File: src/inc/adsq_map.svh
// Register offsets, field positions and reset values of the converter sequencer
`ifndef ADSQ_MAP_SVH
`define ADSQ_MAP_SVH

// Byte offsets on the register port
`define ADSQ_OFF_CLK 8'h00
`define ADSQ_OFF_MOD0 8'h04
`define ADSQ_OFF_MOD1 8'h08
`define ADSQ_OFF_MOD2 8'h0c
`define ADSQ_OFF_MOD3 8'h10
`define ADSQ_OFF_MOD4 8'h14
`define ADSQ_OFF_MOD5 8'h18
`define ADSQ_OFF_REG0 8'h30
`define ADSQ_OFF_REGSP 8'h60
`define ADSQ_OFF_CMP0 8'h64
`define ADSQ_OFF_CMP1 8'h68
`define ADSQ_REG_SPAN 8'h30

// Field positions
`define ADSQ_M0_START 0
`define ADSQ_M2_PRIO_START 5
`define ADSQ_M4_PRIO_SRC 7
`define ADSQ_M4_PRIO_PERMIT 6
`define ADSQ_M4_NORM_SRC 5
`define ADSQ_M4_NORM_PERMIT 4
`define ADSQ_MON_EN 0
`define ADSQ_MON_POL 5
`define ADSQ_VAL_LSB 6

// Reset values and codes
`define ADSQ_CLK_RST 3'h0
`define ADSQ_KEY_ARM 2'h2
`define ADSQ_KEY_FIRE 2'h1
`define ADSQ_SP_INDEX 4'hc
`define ADSQ_NO_INDEX 4'hf

`endif

File: src/inc/adsq_pkg.sv
// Types shared by the converter sequencer and its bench
package adsq_pkg;

    // Register port request, one cycle per strobe
    typedef struct packed {
        logic [7:0] addr;
        logic [31:0] wdata;
        logic wr;
        logic rd;
    } adsq_bus_req_t;

    // Command to the analog core
    typedef struct packed {
        logic start;
        logic abort;
        logic [3:0] channel;
    } adsq_conv_cmd_t;

    // Answer of the analog core
    typedef struct packed {
        logic done;
        logic [9:0] data;
    } adsq_conv_res_t;

    // One result register
    typedef struct packed {
        logic [9:0] value;
        logic overrun;
        logic stored;
    } adsq_slot_t;

    // Sequencer states
    typedef enum logic [2:0] {
        ADSQ_IDLE = 3'b001,
        ADSQ_NORM = 3'b010,
        ADSQ_PRIO = 3'b100
    } adsq_state_t;

endpackage

File: src/hdl/adsq_top.sv
// Converter sequencer with priority pre-emption, result bank and monitors
//
// Operation
// - Bits 6 and 4 of trigger control permit hardware starts, priority and normal.
// - Bit 5 picks the falling trigger pin (0) or timer match (1) for normal.
// - Key 10 then 01 resets every register except the clock select.
// - Monitor 1 enable bit 0; polarity 0 means below threshold, 1 above.
// - Monitor source codes 0000-0111 pick result 0-7; 1xxx picks priority result.
// - Result value sits in bits 15-6; bits 31-16 and 5-2 read zero.
// - Overrun bit 1 sets when an unread result is overwritten; reading the result clears it.
// - Stored bit 0 sets on every store; reading the result clears it.
// - Priority result holds value in 15-6 with the same two flags.
// - Two mode bits: 00 fixed single, 01 scan single, 10 fixed/11 scan repeat.
// - Scan size picks a 4, 8 or 12 channel group; channel picks its end.
// - Single modes end with complete set, busy cleared, completion pulse.
// - Fixed repeat keeps busy; complete and pulse every 1, 4 or 8 results.
// - Scan repeat keeps busy; each finished pass sets complete and pulses.
// - Priority converts its own channel once, pulses, sets complete, clears busy.
// - Priority pre-empts normal work; a priority request while busy is dropped.
// - Each enabled monitor compares on every store to its source and pulses if the value passes its threshold.
// - Source 0 starts on a falling trigger pin edge, source 1 on timer match.
// - After the priority result is stored, normal work resumes at its channel.
// - Writing 1 to the start bit starts; it reads 0; software start stays valid.
`timescale 1ns/1ps
`include "adsq_map.svh"

module adsq_top #(
    parameter int NRES = 12
) (
    input wire logic clk_sys,
    input wire logic rst,
    input wire adsq_pkg::adsq_bus_req_t bus_req,
    output logic [31:0] rd_data,
    input wire adsq_pkg::adsq_conv_res_t conv_res,
    output adsq_pkg::adsq_conv_cmd_t conv_cmd,
    output logic [2:0] conversion_clock_select,
    output logic reference_enable,
    input wire logic external_trigger_input_n,
    input wire logic timer_match_normal,
    input wire logic timer_match_priority,
    output logic normal_done_irq,
    output logic priority_done_irq,
    output logic monitor0_irq,
    output logic monitor1_irq
);

    // Map a byte address to a result slot, or to no slot
    function automatic logic [3:0] res_index(input logic [7:0] a);
        logic [7:0] d;
        d = a - `ADSQ_OFF_REG0;
        if (a == `ADSQ_OFF_REGSP)
            return `ADSQ_SP_INDEX;
        if (a >= `ADSQ_OFF_REG0 && d < `ADSQ_REG_SPAN && d[1:0] == 2'h0)
            return d[5:2];
        return `ADSQ_NO_INDEX;
    endfunction

    // Does a monitor source code pick this slot
    function automatic logic src_hit(input logic [3:0] sel,
                                     input logic [3:0] idx);
        if (sel[3])
            return idx == `ADSQ_SP_INDEX;
        return idx == {1'b0, sel[2:0]};
    endfunction

    // First and last channel of a scan group, packed as {first, last}
    function automatic logic [7:0] scan_bounds(input logic [1:0] size,
                                               input logic [3:0] ch);
        case (size)
            2'h1: scan_bounds = {4'h0, 1'b0, ch[2:0]};
            2'h2: scan_bounds = ch[3] ? {4'h0, 2'b10, ch[1:0]}
                                      : {4'h0, 1'b0, ch[2:0]};
            default: scan_bounds = {1'b0, ch[2], 2'b00, 1'b0, ch[2:0]};
        endcase
    endfunction

    logic srst_reg;
    logic sreset;
    logic key_armed_reg;
    logic [4:0] mode0_reg;
    logic [7:0] mode1_reg;
    logic [3:0] prio_ch_reg;
    logic [5:0] mon_ctl_reg [2];
    logic [9:0] thr_reg [2];
    logic [3:0] trig_ctl_reg;
    logic [2:0] trig_sync_reg;
    logic trig_fall;
    logic norm_req_reg;
    logic prio_req_reg;
    adsq_pkg::adsq_state_t state_reg;
    logic [3:0] cur_ch_reg;
    logic [2:0] itm_cnt_reg;
    logic norm_busy_reg;
    logic prio_busy_reg;
    logic norm_cmpl_reg;
    logic prio_cmpl_reg;
    adsq_pkg::adsq_slot_t slot_reg [NRES + 1];
    logic [1:0] mon_irq_reg;
    logic wr_hit_mod0;
    logic rd_hit_mod0;
    logic rd_hit_mod2;
    logic [3:0] rd_idx;
    logic [7:0] bounds;
    logic last_ch;
    logic norm_done;
    logic norm_fire;
    logic norm_stop;
    logic st_v;
    logic [3:0] st_idx;
    logic [2:0] itm_top;

    // Soft reset is a flop so it never glitches the register bank
    assign sreset = rst | srst_reg;
    assign wr_hit_mod0 = bus_req.wr && bus_req.addr == `ADSQ_OFF_MOD0;
    assign rd_hit_mod0 = bus_req.rd && bus_req.addr == `ADSQ_OFF_MOD0;
    assign rd_hit_mod2 = bus_req.rd && bus_req.addr == `ADSQ_OFF_MOD2;
    assign rd_idx = bus_req.rd ? res_index(bus_req.addr) : `ADSQ_NO_INDEX;
    assign trig_fall = trig_sync_reg[2] & ~trig_sync_reg[1];

    // Reset key sequence; any other write to the field disarms it
    always_ff @(posedge clk_sys) begin
        if (rst) begin
            srst_reg <= 1'b0;
            key_armed_reg <= 1'b0;
        end else begin
            srst_reg <= 1'b0;
            if (bus_req.wr && bus_req.addr == `ADSQ_OFF_MOD4) begin
                key_armed_reg <= bus_req.wdata[1:0] == `ADSQ_KEY_ARM;
                if (key_armed_reg && bus_req.wdata[1:0] == `ADSQ_KEY_FIRE)
                    srst_reg <= 1'b1;
            end
        end
    end

    // Clock select survives the soft reset
    always_ff @(posedge clk_sys) begin
        if (rst)
            conversion_clock_select <= `ADSQ_CLK_RST;
        else if (bus_req.wr && bus_req.addr == `ADSQ_OFF_CLK)
            conversion_clock_select <= bus_req.wdata[2:0];
    end

    // Writable configuration; only defined fields are stored
    always_ff @(posedge clk_sys) begin
        if (sreset) begin
            mode0_reg <= '0;
            mode1_reg <= '0;
            prio_ch_reg <= '0;
            trig_ctl_reg <= '0;
            mon_ctl_reg[0] <= '0;
            mon_ctl_reg[1] <= '0;
            thr_reg[0] <= '0;
            thr_reg[1] <= '0;
        end else if (bus_req.wr) begin
            case (bus_req.addr)
                `ADSQ_OFF_MOD0: mode0_reg <= bus_req.wdata[4:0];
                `ADSQ_OFF_MOD1: mode1_reg <= bus_req.wdata[7:0];
                `ADSQ_OFF_MOD2: prio_ch_reg <= bus_req.wdata[3:0];
                `ADSQ_OFF_MOD3: mon_ctl_reg[0] <= bus_req.wdata[5:0];
                `ADSQ_OFF_MOD4: trig_ctl_reg <= bus_req.wdata[7:4];
                `ADSQ_OFF_MOD5: mon_ctl_reg[1] <= bus_req.wdata[5:0];
                `ADSQ_OFF_CMP0: thr_reg[0] <= bus_req.wdata[15:6];
                `ADSQ_OFF_CMP1: thr_reg[1] <= bus_req.wdata[15:6];
                default: ;
            endcase
        end
    end

    // Trigger pin: two sync stages, the third stage only feeds the edge
    always_ff @(posedge clk_sys) begin
        if (rst)
            trig_sync_reg <= 3'h7;
        else
            trig_sync_reg <= {trig_sync_reg[1:0], external_trigger_input_n};
    end

    // Requests are latched one cycle so the mode written alongside applies
    always_ff @(posedge clk_sys) begin
        if (sreset) begin
            norm_req_reg <= 1'b0;
            prio_req_reg <= 1'b0;
        end else begin
            norm_req_reg <= (wr_hit_mod0 && bus_req.wdata[`ADSQ_M0_START]) ||
                (trig_ctl_reg[`ADSQ_M4_NORM_PERMIT - 4] &&
                 (trig_ctl_reg[`ADSQ_M4_NORM_SRC - 4] ? timer_match_normal
                                                      : trig_fall));
            prio_req_reg <= (bus_req.wr && bus_req.addr == `ADSQ_OFF_MOD2 &&
                             bus_req.wdata[`ADSQ_M2_PRIO_START]) ||
                (trig_ctl_reg[`ADSQ_M4_PRIO_PERMIT - 4] &&
                 (trig_ctl_reg[`ADSQ_M4_PRIO_SRC - 4] ? timer_match_priority
                                                      : trig_fall));
        end
    end

    // Completion decode of a normal result; REPEAT_IRQ_INTERVAL 11 is treated as every one
    always_comb begin
        bounds = scan_bounds(mode1_reg[5:4], mode1_reg[3:0]);
        last_ch = !mode0_reg[1] || cur_ch_reg == bounds[3:0];
        case (mode0_reg[4:3])
            2'h1: itm_top = 3'h3;
            2'h2: itm_top = 3'h7;
            default: itm_top = 3'h0;
        endcase
        norm_done = state_reg == adsq_pkg::ADSQ_NORM && conv_res.done &&
                    !prio_req_reg;
        norm_stop = norm_done && !mode0_reg[2] && last_ch;
        if (mode0_reg[2] && !mode0_reg[1])
            norm_fire = norm_done && itm_cnt_reg == itm_top;
        else
            norm_fire = norm_done && last_ch;
        st_v = norm_done ||
               (state_reg == adsq_pkg::ADSQ_PRIO && conv_res.done);
        if (state_reg == adsq_pkg::ADSQ_PRIO)
            st_idx = `ADSQ_SP_INDEX;
        else
            st_idx = mode0_reg[1] ? cur_ch_reg : 4'h0;
    end

    // Sequencer; a normal start while anything is busy is not taken
    always_ff @(posedge clk_sys) begin
        if (sreset) begin
            state_reg <= adsq_pkg::ADSQ_IDLE;
            cur_ch_reg <= '0;
            itm_cnt_reg <= '0;
            norm_busy_reg <= 1'b0;
            prio_busy_reg <= 1'b0;
            conv_cmd <= '0;
            normal_done_irq <= 1'b0;
            priority_done_irq <= 1'b0;
        end else begin
            conv_cmd.start <= 1'b0;
            conv_cmd.abort <= 1'b0;
            normal_done_irq <= norm_fire;
            priority_done_irq <= 1'b0;
            case (state_reg)
                adsq_pkg::ADSQ_IDLE: begin
                    if (prio_req_reg) begin
                        state_reg <= adsq_pkg::ADSQ_PRIO;
                        prio_busy_reg <= 1'b1;
                        conv_cmd.start <= 1'b1;
                        conv_cmd.channel <= prio_ch_reg;
                    end else if (norm_req_reg) begin
                        state_reg <= adsq_pkg::ADSQ_NORM;
                        norm_busy_reg <= 1'b1;
                        itm_cnt_reg <= '0;
                        cur_ch_reg <= mode0_reg[1] ? bounds[7:4]
                                                   : mode1_reg[3:0];
                        conv_cmd.start <= 1'b1;
                        conv_cmd.channel <= mode0_reg[1] ? bounds[7:4]
                                                         : mode1_reg[3:0];
                    end
                end
                adsq_pkg::ADSQ_NORM: begin
                    if (prio_req_reg) begin
                        // Abort the normal conversion, keep its channel
                        state_reg <= adsq_pkg::ADSQ_PRIO;
                        prio_busy_reg <= 1'b1;
                        conv_cmd.abort <= 1'b1;
                        conv_cmd.start <= 1'b1;
                        conv_cmd.channel <= prio_ch_reg;
                    end else if (norm_done) begin
                        itm_cnt_reg <= norm_fire ? 3'h0
                                                 : 3'(itm_cnt_reg + 3'h1);
                        if (norm_stop) begin
                            state_reg <= adsq_pkg::ADSQ_IDLE;
                            norm_busy_reg <= 1'b0;
                        end else begin
                            // Next channel, wrapping in the scan group
                            cur_ch_reg <= !mode0_reg[1] ? mode1_reg[3:0] :
                                last_ch ? bounds[7:4]
                                        : 4'(cur_ch_reg + 4'h1);
                            conv_cmd.start <= 1'b1;
                            conv_cmd.channel <= !mode0_reg[1] ?
                                mode1_reg[3:0] : last_ch ? bounds[7:4]
                                : 4'(cur_ch_reg + 4'h1);
                        end
                    end
                end
                adsq_pkg::ADSQ_PRIO: begin
                    if (conv_res.done) begin
                        prio_busy_reg <= 1'b0;
                        priority_done_irq <= 1'b1;
                        if (norm_busy_reg) begin
                            state_reg <= adsq_pkg::ADSQ_NORM;
                            conv_cmd.start <= 1'b1;
                            conv_cmd.channel <= cur_ch_reg;
                        end else begin
                            state_reg <= adsq_pkg::ADSQ_IDLE;
                        end
                    end
                end
                default: state_reg <= adsq_pkg::ADSQ_IDLE;
            endcase
        end
    end

    // Completion flags: a set in the same cycle as the clearing read wins
    always_ff @(posedge clk_sys) begin
        if (sreset) begin
            norm_cmpl_reg <= 1'b0;
            prio_cmpl_reg <= 1'b0;
        end else begin
            norm_cmpl_reg <= norm_fire | (norm_cmpl_reg & ~rd_hit_mod0);
            prio_cmpl_reg <= (state_reg == adsq_pkg::ADSQ_PRIO &&
                conv_res.done) | (prio_cmpl_reg & ~rd_hit_mod2);
        end
    end

    // Result bank, normal slots and the priority slot at the top
    genvar k;
    generate
        for (k = 0; k <= NRES; k++) begin : g_slot
            always_ff @(posedge clk_sys) begin
                if (sreset) begin
                    slot_reg[k] <= '0;
                end else if (st_v && st_idx == 4'(k)) begin
                    slot_reg[k].value <= conv_res.data;
                    slot_reg[k].stored <= 1'b1;
                    slot_reg[k].overrun <= slot_reg[k].stored |
                        (slot_reg[k].overrun & (rd_idx != 4'(k)));
                end else if (rd_idx == 4'(k)) begin
                    slot_reg[k].stored <= 1'b0;
                    slot_reg[k].overrun <= 1'b0;
                end
            end
        end
        // Monitors compare the incoming value, so no stale-data window
        for (k = 0; k < 2; k++) begin : g_mon
            always_ff @(posedge clk_sys) begin
                if (sreset)
                    mon_irq_reg[k] <= 1'b0;
                else
                    mon_irq_reg[k] <= st_v && mon_ctl_reg[k][`ADSQ_MON_EN] &&
                        src_hit(mon_ctl_reg[k][4:1], st_idx) &&
                        (mon_ctl_reg[k][`ADSQ_MON_POL] ?
                         conv_res.data > thr_reg[k] :
                         conv_res.data < thr_reg[k]);
            end
        end
    endgenerate

    assign monitor0_irq = mon_irq_reg[0];
    assign monitor1_irq = mon_irq_reg[1];

    // Reference enable follows its control bit
    always_ff @(posedge clk_sys) begin
        if (sreset)
            reference_enable <= 1'b0;
        else
            reference_enable <= mode1_reg[7];
    end

    // Read data one cycle after the strobe; unmapped and idle read zero
    always_ff @(posedge clk_sys) begin
        if (sreset) begin
            rd_data <= '0;
        end else begin
            rd_data <= '0;
            if (rd_idx != `ADSQ_NO_INDEX)
                rd_data <= {16'h0, slot_reg[rd_idx].value, 4'h0,
                            slot_reg[rd_idx].overrun,
                            slot_reg[rd_idx].stored};
            else if (bus_req.rd)
                case (bus_req.addr)
                    `ADSQ_OFF_CLK: rd_data <= {29'h0, conversion_clock_select};
                    `ADSQ_OFF_MOD0: rd_data <= {24'h0, norm_cmpl_reg,
                        norm_busy_reg, 1'b0, mode0_reg[4:1], 1'b0};
                    `ADSQ_OFF_MOD1: rd_data <= {24'h0, mode1_reg};
                    `ADSQ_OFF_MOD2: rd_data <= {24'h0, prio_cmpl_reg,
                        prio_busy_reg, 2'h0, prio_ch_reg};
                    `ADSQ_OFF_MOD3: rd_data <= {26'h0, mon_ctl_reg[0]};
                    `ADSQ_OFF_MOD4: rd_data <= {24'h0, trig_ctl_reg, 4'h0};
                    `ADSQ_OFF_MOD5: rd_data <= {26'h0, mon_ctl_reg[1]};
                    `ADSQ_OFF_CMP0: rd_data <= {16'h0, thr_reg[0], 6'h0};
                    `ADSQ_OFF_CMP1: rd_data <= {16'h0, thr_reg[1], 6'h0};
                    default: rd_data <= '0;
                endcase
        end
    end
endmodule // adsq_top

File: config.mk
export PLATFORM = sky130hd
export DESIGN_NAME = adsq_top
export DESIGN_NICKNAME = d
export VERILOG_FILES = /design/src/inc/adsq_pkg.sv /design/src/hdl/adsq_top.sv
export VERILOG_INCLUDE_DIRS = /design/src /design/src/inc
export SDC_FILE = /design/constraint.sdc
export NUM_CORES = 1
export LEC_CHECK = 0
export BUFFER_PORTS_ARGS = -buffer_cell sky130_fd_sc_hd__buf_4
export CORE_ASPECT_RATIO = 1.4
export CORE_UTILIZATION = 49
export CTS_BUF_LIST = sky130_fd_sc_hd__clkbuf_2
export DETAILED_ROUTE_END_ITERATION = 8
export HOLD_SLACK_MARGIN = 0.05
export PLACE_DENSITY = 0.67
export REMOVE_ABC_BUFFERS = 1
export SLEW_MARGIN = 5
export SYNTH_ARGS = -nofsm -noshare
export SYNTH_HDL_FRONTEND = slang
export SYNTH_SLANG_ARGS = --single-unit
File: constraint.sdc
create_clock -name clk_sys -period 5 [get_ports clk_sys]
set_clock_uncertainty 0.15 [all_clocks]
set_input_delay 0.75 -clock clk_sys [delete_from_list [all_inputs] [get_ports clk_sys]]
set_output_delay 0.75 -clock clk_sys [all_outputs]
set_load 0.005 [all_outputs]
# Word level (Yosys, flattened, before mapping)

Memories as Yosys holds them, arrays and structs flattened.
Cells that the tools add are included.

Flip-flop bits (word level): 88
Output and inout bits: 46
Memories kept: 3
Input port bits: 58
Bits in writable memories: 188

Memory list:

| memory      | depth | width | read ports | clocked after Yosys merged registers in | write ports | line           | RTL |
|---|---|---|---|---|---|---|---|
| slot_reg    | 13    | 12    | 14         | 0                                       | 13          | adsq_top.sv:97 | `adsq_pkg::adsq_slot_t slot_reg [NRES + 1];` |
| thr_reg     | 2     | 10    | 2          | 0                                       | 2           | adsq_top.sv:84 | `logic [9:0] thr_reg [2];` |
| mon_ctl_reg | 2     | 6     | 2          | 0                                       | 2           | adsq_top.sv:83 | `logic [5:0] mon_ctl_reg [2];` |

Bitwise gates (word level): 108
Equal/unequal tests: 72
Add/subtract/negate cells: 3
Muxes and demuxes: 257
Reduce and logical (&&, ||, !) cells: 70
$lt $le $gt $ge: 6

Operators with widths:

| operator                                                                 | number |
|---|---|
| 1-bit 2-to-1 mux                                                         | 196 |
| 10-bit 2-to-1 mux                                                        | 15 |
| 16-bit case mux with 9 select lines                                      | 1 |
| 1-bit OR                                                                 | 85 |
| 4-bit 2-to-1 mux                                                         | 20 |
| 4-bit equality test (second input constant)                              | 10 |
| 1-bit logical AND                                                        | 40 |
| 3-bit 2-to-1 mux                                                         | 11 |
| 4-bit by 3-bit equality test with 1-bit output (second input constant)   | 8 |
| 16-bit 2-to-1 mux                                                        | 2 |
| 8-bit by 5-bit equality test with 1-bit output (second input constant)   | 3 |
| 8-bit by 7-bit equality test with 1-bit output (second input constant)   | 3 |
| 4-bit inequality test (second input constant)                            | 6 |
| 10-bit greater-than comparator                                           | 2 |
| 10-bit < comparator                                                      | 2 |
| 6-bit AND reduction                                                      | 3 |
| 1-bit bitwise AND                                                        | 16 |
| 4-bit by 2-bit equality test with 1-bit output (second input constant)   | 4 |
| 8-bit by 4-bit equality test with 1-bit output (second input constant)   | 2 |
| 2-bit inequality test (second input constant)                            | 8 |
| 4-bit by 3-bit inequality test with 1-bit output (second input constant) | 4 |
| 7-bit case mux with 2 select lines                                       | 1 |
| 6-bit 2-to-1 mux                                                         | 2 |
| 3-bit inequality test (second input constant)                            | 4 |
| other kinds (40)                                                         | 68 |

# Depth between registers and ports, before layout

Depth after elaboration: 15
Depth in mapped cells: 12
Mapped depth without buffers: 9

# Worst setup path before layout

OpenSTA, ideal clock, no wires.

Kind: input -> register
From: input port bus_req[36] (netlist bit)
To: memory thr_reg[0][0], enable pin
Stages: 7
Arrival: 2.737 ns
Setup slack: 1.722 ns
Library setup time: 0.391 ns
Path buffers: 3
Cells stage by stage: buf_2 -> inv_1 -> nor2_1 -> clkbuf_1 -> clkbuf_1 -> nand2_1 -> o21ai_0

RTL lines:

| item        | line           | RTL |
|---|---|---|
| from (decl) | adsq_top.sv:32 | `input wire adsq_pkg::adsq_bus_req_t bus_req,` |
| to (decl)   | adsq_top.sv:84 |  |

==> run summary <==
outcome: finished, final reports clean
Yosys warning count: 0
worst-path cell with the longest stage delay: nor3_1
Synth top area share: 43.4%
Post-DP Area: 13800 um2
R2R Path End: slot_reg[8][11]$_SDFFCE_PN0P_
CP endpoint kind: flip-flop
most frequent cells in the layout: edfxtp_1, and2_1, buf_4
H-tree depth: 2
internal power: 3150 uW
hpwl dp: 27800 um
Initial DRT Pass Iterations: 5
Mapped Cells: 1211
Sum Neg Setup Slack: 0 ns
slew of the pin with the lowest slew margin: 1.25 ns
Die Area: 27200 um2
largest net degree at the start of global routing: 37
vias per cell: 6.07
gr usage total: 29.2%
cell leakage power: 0.00549 uW
DR iter-0 viols: 971
antenna violations before repair: 1
critical-path cell list: or3b_4, nor2_4, nand2_1, or4b_1, nor3_1, and2_1
area of the core: 26100 um2
die height: 195 um
DRC viols: 0
hold crit path type: in2reg
Layout area overhead: 12.6%
CTS resizes: 0
async set-reset flop share out of synthesis: 0%
Max-Cap Viols: 0
maximum clock path buffer count: 3
area of the multi-input gates: 5430 um2
Die X: 140 um
gr ovfl total: 0
power density cells: 297 nW/um2
Post-DRT Antenna Nets: 0
CP peak stage delay: 0.96 ns
filler cell count: 2367
Seq/Total Area, Yosys: 54.3%
Net Sw Frac: 27.8%
Top FF cell, synth: edfxtp_1
fin crit share: 72.3%
vias after detailed routing: 10336
root buf cell: clkbuf_2
synthesized area: 13000 um2
Max-slew headroom: 16.3%
CTS Buf Count: 59
fraction of layout cells with a size suffix above 1: 17.0%
Crit path buffers/inverters: 0
RR Startpoint: state_reg[1]$_SDFFE_PN0P_
routed wl met2: 19700 um
setup slack, reg-to-reg: 1.38 ns
CTS tree: built
gpl congestion: 0.944
Seq pwr share: 56.1%
met1 WL: 14700 um
number of global-route vias before repair: 10315
CP top delay family: simple AND/OR/NAND/NOR gates
max frequency: 0.276 GHz
setup bufs post-CTS: 0
largest fanout on the critical path: 15
Hold Slack: 0.156 ns
Area contributors post-synth: edfxtp_1, dfxtp_1, and2_1
final WL: 39000 um
final hold vios: 0
Nets: 1416
Switch Pwr: 1210 uW
RSZ-0062 raised after global routing: no
Hold EP: prio_req_reg$_SDFF_PN0_
most common cell after layout, fill and taps aside: edfxtp_1
FF-to-FF path depth: 6
max-slew violations: 0
top layer in use: met4
combinational power share: 10.9%
HP Start: timer_match_priority
wire length on met3: 2750 um
Largest register FFs: 156
Initial Util: 49.9%
clock share of power: 33.0%
VDD IR-drop max: 223 uV
leading area contributor after synthesis: edfxtp_1
FP Rows: 70
Routed WL per cell: 22.9 um
Post-synth EDFFs: 188
hold-critical path depth: 5
clk_lat worst skew: 0.90 ns
Worst EP arrival: 4.22 ns
Post-CTS Hold Buffers: 25
Final Cell Area: 14700 um2
CP Class: reg2reg
flops & latches, synth: 259
required time worst endpoint: 5.60 ns
CTS clk-pin slew, worst paths: 0.12 ns
Port-buffer cells: 71
first-pass GRT wire length: 59400 um
I/O Pins: 104
Storage cell area: 7070 um2
Critical Path Source Type: flip-flop
min cycle time layout: 3.62 ns
Finish-stage setup viols: 0
Clock Sinks: 259
synth unique cells: 84
syn_area_per_cell: 10.8 um2
## per-stage QoR
stage	total power [uW]	std cells	worst slack (ns)	util (%)
6_report	4360	1704	1.38	56.2
5_1_grt	4540	1704	1.25	56.2
4_1_cts	4380	1703	1.48	56.2
3_5_place_dp	2950	1567	0.871	53.0
3_3_place_gp	2940	1567	0.924	53.0
2_1_floorplan	2740	1140	1.47	-
## per-layer routing
| layer | vias to the layer above | GRT usage, % |
|---|---|---|
| li1 | 4728 | - |
| met1 | 5042 | 35.1 |
| met2 | 482 | 50.7 |
| met3 | 84 | 4.09 |
| met4 | 0 | 15.0 |
| met5 | - | 0 |
## Yosys cell counts, types with 8 or more instances
master,count
a211oi_1,9
a21oi_1,73
a221o_1,11
a221oi_1,8
a22oi_1,37
a31oi_1,11
and2_1,140
and3_1,11
buf_2,10
buf_4,20
clkbuf_1,49
dfxtp_1,71
edfxtp_1,188
ha_1,29
inv_1,38
mux2i_1,28
nand2_1,96
nand2b_1,20
nand3_1,20
nor2_1,78
nor2b_1,11
nor3_1,32
nor4_1,11
o21ai_0,39
o22ai_1,20
or2_2,9
## worst min-delay path, cell delays in order
cell,delay [ns]
buf_4,0.08
nand2_1,0.04
o21ai_0,0.07
a22oi_1,0.12
nor2_1,0.10
## logic make-up (layout without fill, tap and decap cells)
| logic type | after synthesis | count (layout) | synth area share (%) |
|---|---|---|---|
| adders and majority gates | 29 | 29 | 2.79 |
| muxes | 33 | 33 | 2.58 |
| AOI/OAI and AO/OA | 290 | 290 | 16.0 |
| and+or+nand+nor | 464 | 464 | 19.1 |
| buffers and inverters | 125 | 278 | 4.56 |
| DFF | 259 | 259 | 54.3 |
| xor gates and xnor gates | 10 | 10 | 0.673 |
| other | 1 | 17 | 0.0288 |
## worst max path at each step
stage	start	depth (start not counted)	to	slack (ns)
finish	state_reg[1]$_SDFFE_PN0P_	6	slot_reg[8][11]$_SDFFCE_PN0P_	1.38
global placement	bus_req[38]	11	rd_data[13]$_SDFF_PN0_	0.92
CTS	state_reg[1]$_SDFFE_PN0P_	6	slot_reg[8][8]$_SDFFCE_PN0P_	1.48
detailed placement	bus_req[38]	11	rd_data[13]$_SDFF_PN0_	0.87
floorplan	bus_req[38]	8	rd_data[6]$_SDFF_PN0_	1.47
global route	state_reg[1]$_SDFFE_PN0P_	6	slot_reg[8][6]$_SDFFCE_PN0P_	1.25
## layout make-up
class / instances / area share, %
multi-input combinational: 842 / 37.0
clock inverter: 25 / 1.05
antenna: 1 / 0.0171
sequential: 259 / 48.2
inverter: 39 / 0.999
timing repair buffer: 128 / 6.98
tap: 324 / 2.77
clock buffer: 86 / 2.94
## power groups by stage
stage / logic, uW / registers, uW / clock network, uW
after floorplan: 256 / 2480 / 0
after global placement: 449 / 2490 / 0
after detailed placement: 455 / 2500 / 0
after CTS: 471 / 2450 / 1460
after global routing: 519 / 2460 / 1560
final: 474 / 2450 / 1440
Note: power is estimated with default switching activity, not from simulation.
